File: src/verilog/gpio_pkg.sv
package gpio_pkg;

  localparam int          PORT_W           = 8;
  localparam logic [15:0] ADDR_INPUT_PINS  = 16'hFFBE;
  // Only the shared address is fixed; the rest sit close to it
  localparam logic [15:0] ADDR_BIDIR_DIR   = 16'hFFB0;
  localparam logic [15:0] ADDR_BIDIR_LATCH = 16'hFFB4;
  localparam logic [15:0] ADDR_PULLUP_EN   = 16'hFFB8;
  localparam logic [15:0] ADDR_TIMER_CTRL  = 16'hFFC0;
  localparam logic [15:0] ADDR_STANDBY     = 16'hFFC4;

  localparam logic [7:0]  RST_DIR          = 8'h00;
  localparam logic [7:0]  RST_LATCH        = 8'h00;
  localparam logic [7:0]  RST_PULLUP       = 8'h00;
  localparam logic [7:0]  RST_OTHER_DIR    = 8'h00;
  localparam logic [7:0]  RST_TIMER_CTRL   = 8'h00;
  localparam logic [1:0]  RST_STANDBY      = 2'h0;

  // Timer control bit positions
  localparam int          TC_CMP_A_OE_BIT  = 0;
  localparam int          TC_CKS_LO_BIT    = 1;
  localparam int          TC_CKS_HI_BIT    = 2;
  localparam logic [1:0]  CKS_EXTERNAL     = 2'h3;
  // Standby control bit positions
  localparam int          SB_HW_BIT        = 0;
  localparam int          SB_SW_BIT        = 1;

  localparam int          PIN_COMPARE_A    = 1;
  localparam int          PIN_EXT_CLOCK    = 0;
  localparam int          PIN_CAPTURE_A    = 2;
  localparam int          PIN_CAPTURE_B    = 3;
  localparam int          KEY_SENSE_W      = 4;

  localparam logic [1:0]  HTRANS_NONSEQ    = 2'h2;

  typedef enum logic [1:0] {
    BUS_IDLE  = 2'h0,
    BUS_WRITE = 2'h1,
    BUS_READ  = 2'h2
  } bus_state_t;

  function automatic logic [PORT_W-1:0] read_mix(
    input logic [PORT_W-1:0] dir,
    input logic [PORT_W-1:0] latch,
    input logic [PORT_W-1:0] pins
  );
    read_mix = (dir & latch) | (~dir & pins);
  endfunction

endpackage

File: src/verilog/pin_mux.sv
`timescale 1ns/1ns
module pin_mux
  import gpio_pkg::*;
#(
  parameter int W = PORT_W
)(
  input  wire logic [W-1:0] dir_bits,
  input  wire logic [W-1:0] latch_bits,
  input  wire logic [W-1:0] pullup_bits,
  input  wire logic         cmp_a_oe,
  input  wire logic         compare_a,
  input  wire logic [1:0]   clk_select,
  input  wire logic         force_off,
  input  wire logic [W-1:0] pin_in,
  output logic      [W-1:0] pin_out,
  output logic      [W-1:0] pin_oe,
  output logic      [W-1:0] pullup_on,
  output logic              ext_clock,
  output logic      [W-1:0] port_read
);

  always_comb
  begin
    pin_out = latch_bits;
    pin_oe  = dir_bits;
    if (cmp_a_oe)
    begin
      pin_out[PIN_COMPARE_A] = compare_a;
      pin_oe[PIN_COMPARE_A]  = 1'b1;
    end
  end

  // Off during reset or hardware standby, whatever the registers hold
  assign pullup_on = force_off ? '0
                   : (pullup_bits & ~dir_bits);

  // Gated so a stray pin edge never clocks the timer
  assign ext_clock = (clk_select == CKS_EXTERNAL)
                   & pin_in[PIN_EXT_CLOCK];

  assign port_read = read_mix(dir_bits, latch_bits, pin_in);

endmodule

File: src/verilog/port6_pullup_port7_input.sv
// Contract
// - Direction bit picks input or output
// - Pull-up on when enabled and input; the compare pin keeps it on while the timer drives it
// - Reset, hardware standby clear pull-up enables
// - Software standby retains pull-up settings
// - Pull-ups off during reset or hardware standby
// - Second port input only, no direction
// - Second port pins sampled, analog shared
// - Input register read returns pin levels
// - Write there updates other port direction
// - Port read: latch if output, else pin
//
// Design decision made here: the AHB-Lite register port.
`timescale 1ns/1ns
module port6_pullup_port7_input
  import gpio_pkg::*;
(
  input  wire logic              mclk,
  input  wire logic              sys_rst,
  input  wire logic              hsel,
  input  wire logic [31:0]       haddr,
  input  wire logic [1:0]        htrans,
  input  wire logic              hwrite,
  input  wire logic [2:0]        hsize,
  input  wire logic [31:0]       hwdata,
  input  wire logic              hready,
  output logic      [31:0]       hrdata,
  output logic                   hreadyout,
  output logic                   hresp,
  input  wire logic [PORT_W-1:0] bidir_pin_in,
  output logic      [PORT_W-1:0] bidir_pin_out,
  output logic      [PORT_W-1:0] bidir_pin_oe,
  output logic      [PORT_W-1:0] bidir_pullup_on,
  input  wire logic [PORT_W-1:0] input_port_pins,
  input  wire logic              compare_a_output,
  output logic                   timer_external_clock_input,
  output logic                   capture_a_input,
  output logic                   capture_b_input,
  output logic      [3:0]        key_sense_input,
  output logic      [PORT_W-1:0] other_port_direction_register,
  output logic                   hw_standby,
  output logic                   sw_standby
);

  // Register picked by one bus address
  typedef enum logic [2:0] {
    SEL_NONE    = 3'h0,
    SEL_DIR     = 3'h1,
    SEL_LATCH   = 3'h2,
    SEL_PULLUP  = 3'h3,
    SEL_SHARED  = 3'h4,
    SEL_TIMER   = 3'h5,
    SEL_STANDBY = 3'h6
  } reg_sel_t;

  // Port side registers
  logic [PORT_W-1:0] dir_q, dir_d;
  logic [PORT_W-1:0] latch_q, latch_d;
  logic [PORT_W-1:0] pullup_q, pullup_d;
  logic [PORT_W-1:0] other_dir_q, other_dir_d;
  logic [7:0]        tctrl_q, tctrl_d;
  logic [1:0]        stby_q, stby_d;
  // Bus side state
  logic [31:0]       rdata_q, rdata_d;
  bus_state_t        st_q, st_d;
  reg_sel_t          sel_q, sel_d;
  reg_sel_t          addr_sel;
  logic [PORT_W-1:0] port_read;
  logic              hw_stby;
  logic              take;
  logic              wr_now;

  // Only the low half of the address is decoded; the rest aliases
  function automatic reg_sel_t decode_reg(input logic [15:0] addr);
    case (addr)
      ADDR_BIDIR_DIR:   decode_reg = SEL_DIR;
      ADDR_BIDIR_LATCH: decode_reg = SEL_LATCH;
      ADDR_PULLUP_EN:   decode_reg = SEL_PULLUP;
      ADDR_INPUT_PINS:  decode_reg = SEL_SHARED;
      ADDR_TIMER_CTRL:  decode_reg = SEL_TIMER;
      ADDR_STANDBY:     decode_reg = SEL_STANDBY;
      default:          decode_reg = SEL_NONE;
    endcase
  endfunction

  assign hw_stby  = stby_q[SB_HW_BIT];
  assign take     = hsel & hready & (htrans == HTRANS_NONSEQ);
  assign addr_sel = decode_reg(haddr[15:0]);
  assign wr_now   = (st_q == BUS_WRITE);

  // Address phase kept for the one data phase that follows it
  always_comb
  begin
    st_d  = BUS_IDLE;
    sel_d = sel_q;
    if (take)
    begin
      st_d  = hwrite ? BUS_WRITE : BUS_READ;
      sel_d = addr_sel;
    end
  end

  always_ff @(posedge mclk)
  begin
    if (sys_rst)
    begin
      st_q  <= BUS_IDLE;
      sel_q <= SEL_NONE;
    end
    else
    begin
      st_q  <= st_d;
      sel_q <= sel_d;
    end
  end

  // Writes land at the end of the data phase, where hwdata stands
  always_comb
  begin
    dir_d       = dir_q;
    latch_d     = latch_q;
    pullup_d    = pullup_q;
    other_dir_d = other_dir_q;
    tctrl_d     = tctrl_q;
    stby_d      = stby_q;
    if (wr_now)
    begin
      case (sel_q)
        SEL_DIR:     dir_d       = hwdata[PORT_W-1:0];
        SEL_LATCH:   latch_d     = hwdata[PORT_W-1:0];
        SEL_PULLUP:  pullup_d    = hwdata[PORT_W-1:0];
        SEL_SHARED:  other_dir_d = hwdata[PORT_W-1:0];
        SEL_TIMER:   tctrl_d     = hwdata[7:0];
        SEL_STANDBY: stby_d      = hwdata[1:0];
        default:     ;
      endcase
    end
    // Hardware standby clears direction, latch and pull-up like reset; software standby keeps all.
    // The standby register stays writable so software can leave it.
    if (hw_stby)
    begin
      dir_d    = RST_DIR;
      latch_d  = RST_LATCH;
      pullup_d = RST_PULLUP;
    end
  end

  always_ff @(posedge mclk)
  begin
    if (sys_rst)
    begin
      dir_q       <= RST_DIR;
      latch_q     <= RST_LATCH;
      pullup_q    <= RST_PULLUP;
      other_dir_q <= RST_OTHER_DIR;
      tctrl_q     <= RST_TIMER_CTRL;
      stby_q      <= RST_STANDBY;
    end
    else
    begin
      dir_q       <= dir_d;
      latch_q     <= latch_d;
      pullup_q    <= pullup_d;
      other_dir_q <= other_dir_d;
      tctrl_q     <= tctrl_d;
      stby_q      <= stby_d;
    end
  end

  // Read word is taken in the address phase and stands until the next
  // transfer; a read in a write's data phase sees the older value
  always_comb
  begin
    rdata_d = rdata_q;
    if (take)
    begin
      rdata_d = '0;
      case (addr_sel)
        SEL_DIR:     rdata_d[PORT_W-1:0] = dir_q;
        SEL_LATCH:   rdata_d[PORT_W-1:0] = port_read;
        SEL_PULLUP:  rdata_d[PORT_W-1:0] = pullup_q;
        SEL_SHARED:  rdata_d[PORT_W-1:0] = input_port_pins;
        SEL_TIMER:   rdata_d[7:0]        = tctrl_q;
        SEL_STANDBY: rdata_d[1:0]        = stby_q;
        default:     rdata_d             = '0;
      endcase
    end
  end

  always_ff @(posedge mclk)
  begin
    if (sys_rst)
      rdata_q <= 32'h00000000;
    else
      rdata_q <= rdata_d;
  end

  pin_mux #(.W(PORT_W)) u_mux (
    .dir_bits    (dir_q),
    .latch_bits  (latch_q),
    .pullup_bits (pullup_q),
    .cmp_a_oe    (tctrl_q[TC_CMP_A_OE_BIT]),
    .compare_a   (compare_a_output),
    .clk_select  ({tctrl_q[TC_CKS_HI_BIT], tctrl_q[TC_CKS_LO_BIT]}),
    .force_off   (sys_rst | hw_stby),
    .pin_in      (bidir_pin_in),
    .pin_out     (bidir_pin_out),
    .pin_oe      (bidir_pin_oe),
    .pullup_on   (bidir_pullup_on),
    .ext_clock   (timer_external_clock_input),
    .port_read   (port_read)
  );

  // Capture and key-sense stay sampled in either direction, so a pin
  // driven by the port still feeds the timer its own output level
  assign capture_a_input = bidir_pin_in[PIN_CAPTURE_A];
  assign capture_b_input = bidir_pin_in[PIN_CAPTURE_B];
  assign key_sense_input = bidir_pin_in[KEY_SENSE_W-1:0];

  // Second port has no drive path at all; analog use is outside
  assign other_port_direction_register = other_dir_q;
  assign hw_standby = hw_stby;
  assign sw_standby = stby_q[SB_SW_BIT];
  assign hrdata     = rdata_q;
  assign hreadyout  = 1'b1;
  assign hresp      = 1'b0;

endmodule

File: config.mk
export PLATFORM = sky130hd
export DESIGN_NAME = port6_pullup_port7_input
export DESIGN_NICKNAME = d
export VERILOG_FILES = /design/src/verilog/gpio_pkg.sv /design/src/verilog/pin_mux.sv /design/src/verilog/port6_pullup_port7_input.sv
export SDC_FILE = /design/constraint.sdc
export NUM_CORES = 1
export LEC_CHECK = 0
export ABC_CLOCK_PERIOD_IN_PS = 2250
export BUFFER_PORTS_ARGS = -buffer_cell sky130_fd_sc_hd__buf_2
export CORE_ASPECT_RATIO = 1.75
export CORE_UTILIZATION = 44
export DETAILED_ROUTE_END_ITERATION = 6
export GPL_ROUTABILITY_DRIVEN = 0
export GPL_TIMING_DRIVEN = 0
export PLACE_DENSITY = 0.8
export SYNTH_ARGS = -nofsm -noshare
export SYNTH_HDL_FRONTEND = slang
export SYNTH_SLANG_ARGS = --single-unit
File: constraint.sdc
create_clock -name mclk -period 2.25 [get_ports mclk]
set_clock_uncertainty 0.1 [all_clocks]
set_input_delay 0.225 -clock mclk [delete_from_list [all_inputs] [get_ports mclk]]
set_output_delay 0.225 -clock mclk [all_outputs]
set_load 0.05 [all_outputs]
**After elaboration in Yosys (flattened, before gate mapping)**

Cells that the tools add are included.

- Register bits: 55
- Input bits: 91
- Output and inout port bits: 75
- Word-level logic and storage cells: 55

- Eq/ne operators: 21
- Multiplexer cells: 7
- Bitwise operators: 10
- Reduce and logical (&&, ||, !) cells: 8

Operators by type and width:

| operator | count |
|---|---|
| 16-bit == test, second input constant | 6 |
| 6-bit case mux with 5 select lines | 1 |
| 8-bit AND | 3 |
| 3-bit == test, second input constant | 6 |
| 3-bit case mux with 6 select lines | 1 |
| 3-bit by 2-bit == test with 1-bit output, second input constant | 4 |
| 2-bit case mux with 6 select lines | 1 |
| 2-bit AND reduction | 6 |
| 8-bit 2-to-1 mux | 1 |
| 8-bit NOT | 1 |
| 8-bit OR | 1 |
| 3-bit by 1-bit == test with 1-bit output, second input constant | 2 |
| 2-bit == test, second input constant | 2 |
| 2-bit OR reduction | 2 |
| 1-bit AND | 3 |
| 2-bit by 1-bit == test with 1-bit output, second input constant | 1 |
| 1-bit 2-to-1 mux | 2 |
| 2-bit 2-to-1 mux | 1 |
| 1-bit NOT | 1 |
| 1-bit OR | 1 |

**Logic depth before layout (Yosys ltp)**

- Depth after elaboration: 4
- Gate-level depth with buffers: 6

**By module**

A second synthesis with hierarchy kept.

- Cells, all modules: 343
- Area total of the unflattened synthesis: 3,155.5 µm²

Modules (own cells, without submodules):

| module | times used | cells each | area an instance (µm²) | sequential area each (µm²) |
|---|---|---|---|---|
| port6_pullup_port7_input | 1 | 309 | 2,795.2 | 1,101.1 |
| pin_mux | 1 | 34 | 360.3 | 0.0 |

**Worst setup path before layout**

No wires, ideal clock.

- Path type: register to output
- Start: register stby_q[0]
- End: output port bidir_pullup_on[1]
- Arrival: 2,258 ps
- Required time: 1,925 ps
- Path slack: -333 ps
- Stages on the path, launching flop included: 5
- Path buffers: 2
- Cell sequence: dfxtp_1 -> or2_1 -> clkbuf_1 -> clkbuf_1 -> nor3b_1

- Longest elaborated chain between the ends: 2

RTL lines:

| what | RTL line | text |
|---|---|---|
| start: declaration | port6_pullup_port7_input.sv:62 | `logic [1:0] stby_q, stby_d;` |
| start signal: assignment | port6_pullup_port7_input.sv:166 | `stby_q <= stby_d;` |
| 1-bit OR | port6_pullup_port7_input.sv:205 | `.force_off (sys_rst \| hw_stby),` |
| 8-bit 2-to-1 mux | pin_mux.sv:34 | `assign pullup_on = force_off ? '0` |
| end: declaration | port6_pullup_port7_input.sv:33 | `output logic [PORT_W-1:0] bidir_pullup_on,` |

Every way passes these cells.

**Worst setup path in the final report**

- Start: register stby_q[0]
- End: output port bidir_pullup_on[4]

The elaborated chain is that of the path after synthesis.

==> reports/qor.csv <==
metric;value;unit
post_drt_wl_per_cell;14.9;um
drc;0;
path_cells;or2_1, clkbuf_1, clkbuf_1, nor3b_1, clkbuf_4;
via_count;2734;
io_pins;166;
wl_met2;4.08;mm
crit_slowest_cell;dfxtp_1;
top_layer;met4;
peakVddDrop;0.000465;V
synth_cells;320;
cellLeakagePower;1.81;nW
cts-resized-gates;0;
cts_buffer_depth;2;
initial_core_util;45.2;%
cap_violations;0;
maxSlewHeadroom;51.2;%
critPathLaunchType;flop;
postCtsHoldBufs;0;
holdWs;0.00548;ns
reg2reg_depth;5;
whs_path_depth;2;
report.final.slew_viol_count;0;
overflow;0;
placed_area;0.00360;mm^2
dp_hpwl;6.12;mm
worstSetupPathType;flop to output pin;
ys_types;44;
post-cts-setup-buffer-count;0;
via_per_inst;5.17;
crit_top_cell;clkbuf_1;
grt_max_degree;16;
design.die.area;0.00701;mm^2
power;0.00204;W
p_sw_share;27.2;%
syn_area_per_cell;9.16;um^2
synth_ff_type;dfxtp_1;
nets;537;
cp.required;1.92;ns
holdCritPathClass;primary input to flop;
crit_fanout;10;
post-route-min-period;2.23;ns
grt_use_total;22.5;%
end_kind;output pin;
syn2layout_area_growth;28.1;%
cts_inserted_buffers;5;
htreeDepth;2;
postRouteAntennaNets;0;
antenna_cells;0;
first_iter_violations;129;
rows;39;
cts_tree;built;
fp.coreArea;0.00649;mm^2
ys_async_sr_fraction;0;%
wl_met1;3.12;mm
layout-drive-gt1-share;35.8;%
grt_antenna_before_repair;0;
fin_tns_setup;0;ns
hold_viol;0;
p_clk_share;36.3;%
synth_edf_count;0;
ys_ff_latch;55;
clock-sinks;55;
most-common-layout-cells;buf_2, dfxtp_1, nor2_1;
port-buffer-count;95;
grt_pass1_wl;12.2;mm
n_fill_cell;604;
finalSetupViolations;0;
power_switching;0.000556;W
clock.fmax;449;MHz
synth_seq_area_share;37.6;%
wl_met3;411;um
tightest_slew;0.726;ns
period_share;99.0;%
rsz0062_at_grt;yes;
clk_latency;0.29;ns
power_frac_seq;48.0;%
max_stage_delay;0.35;ns
clock-root-buffer;clkbuf_16;
clk_pin_slew;0.06;ns
die_w;63.7;um
final_common_cell;buf_2;
dieHeight;110;um
synthesis.yosys.warnings;0;
power.density;545;mW/mm^2
post-place-ws;0.0325;ns
setup_ws;0.0230;ns
intPower;0.00149;W
grt_pass1_vias;2488;
firstDrtPassIters;4;
arrival;1.90;ns
seq_area;0.00110;mm^2
pwr-share-comb;15.7;%
drt_wl_total;7.86;mm
syn-cell-area;0.00293;mm^2
finalInstanceArea;0.00375;mm^2
status;finished, final reports clean;
multi_input_area;0.00151;mm^2
-- sequential cells by signal, summed over array words and instances (netlist names) --
name                           cells
dir_q                              8
hrdata                             8
latch_q                            8
other_port_direction_register      8
pullup_q                           8
sel_q                              3
st_q                               2
stby_q                             2
tctrl_q                            8
-- layer usage --
layer | global-route usage [%] | vias up
met5 | 0 | -
met4 | 11.4 | 0
met3 | 3.60 | 19
met2 | 41.0 | 113
met1 | 25.1 | 1274
li1 | - | 1328
-- worst paths after layout --
path	slack (ns)	endpoint	start
setup / recovery	0.02	bidir_pullup_on[4]	stby_q[0]
hold / removal	0.005	st_q[1]	hwrite
setup reg to reg	0.35	tctrl_q[5]	sel_q[1]
hold reg to reg	0.38	sel_q[1]	sel_q[1]
-- cell type report --
class	instances	share of cell area [%]
clock inverters	1	0.133
repair buffers	95	12.9
multi-input cells	225	40.2
flip-flops and latches	55	29.3
plain buffers	64	11.2
well taps	82	2.73
clock buffers	7	3.53
-- cell usage after synthesis, types with 2 or more instances --
library cell	n	area share [%]
dfxtp_1	55	38
nor2_1	54	6.9
mux2i_1	50	17
buf_4	46	12
clkbuf_1	15	1.9
nor3b_1	13	3.3
a22oi_1	9	2.3
a211oi_1	8	2.0
o21ai_1	7	1.2
a221oi_1	5	1.5
nor4_1	5	1.1
a21oi_1	4	0.68
nand2_1	4	0.51
nor3_1	4	0.68
and3_1	3	0.64
nand3b_1	3	0.77
nand4_1	3	0.64
nor4_2	3	1.3
a222oi_1	2	0.68
conb_1	2	0.26
or2_1	2	0.43
-- per-stage QoR --
stage / std cells / utilization, %
finish: 529 / 57.9
CTS: 529 / 57.6
detailed placement: 521 / 55.5
global placement: 521 / 55.5
global route: 529 / 57.9
floorplan: 344 / -
-- power by group through the flow --
stage	clock network (W)	logic (W)	registers, W
4_1_cts	0.000756	0.000318	0.000981
2_1_floorplan	0	0.000214	0.00102
3_3_place_gp	0	0.000314	0.00100
5_1_grt	0.000795	0.000339	0.000981
3_5_place_dp	0	0.000318	0.00100
6_report	0.000743	0.000321	0.000981
-- critical path, delay by kind of cell, from the launching register on --
family                 cells  cell delay (ns)
buffers and inverters      3             0.72
flip-flops                 1             0.35
AND/OR/NAND/NOR            2             0.54
-- kinds of logic (layout without fill, tap and decap cells) --
| kind of cell | after synthesis | in the layout | share of synthesized area, % |
|---|---|---|---|
| AO/OA/AOI/OAI | 40 | 40 | 9.73 |
| buffers and inverters | 64 | 167 | 14.4 |
| flip-flops | 55 | 55 | 37.6 |
| multiplexers | 51 | 51 | 17.5 |
| other | 2 | 26 | 0.256 |
| AND/OR/NAND/NOR | 108 | 108 | 20.6 |
Power figures use the tool's default switching activity.
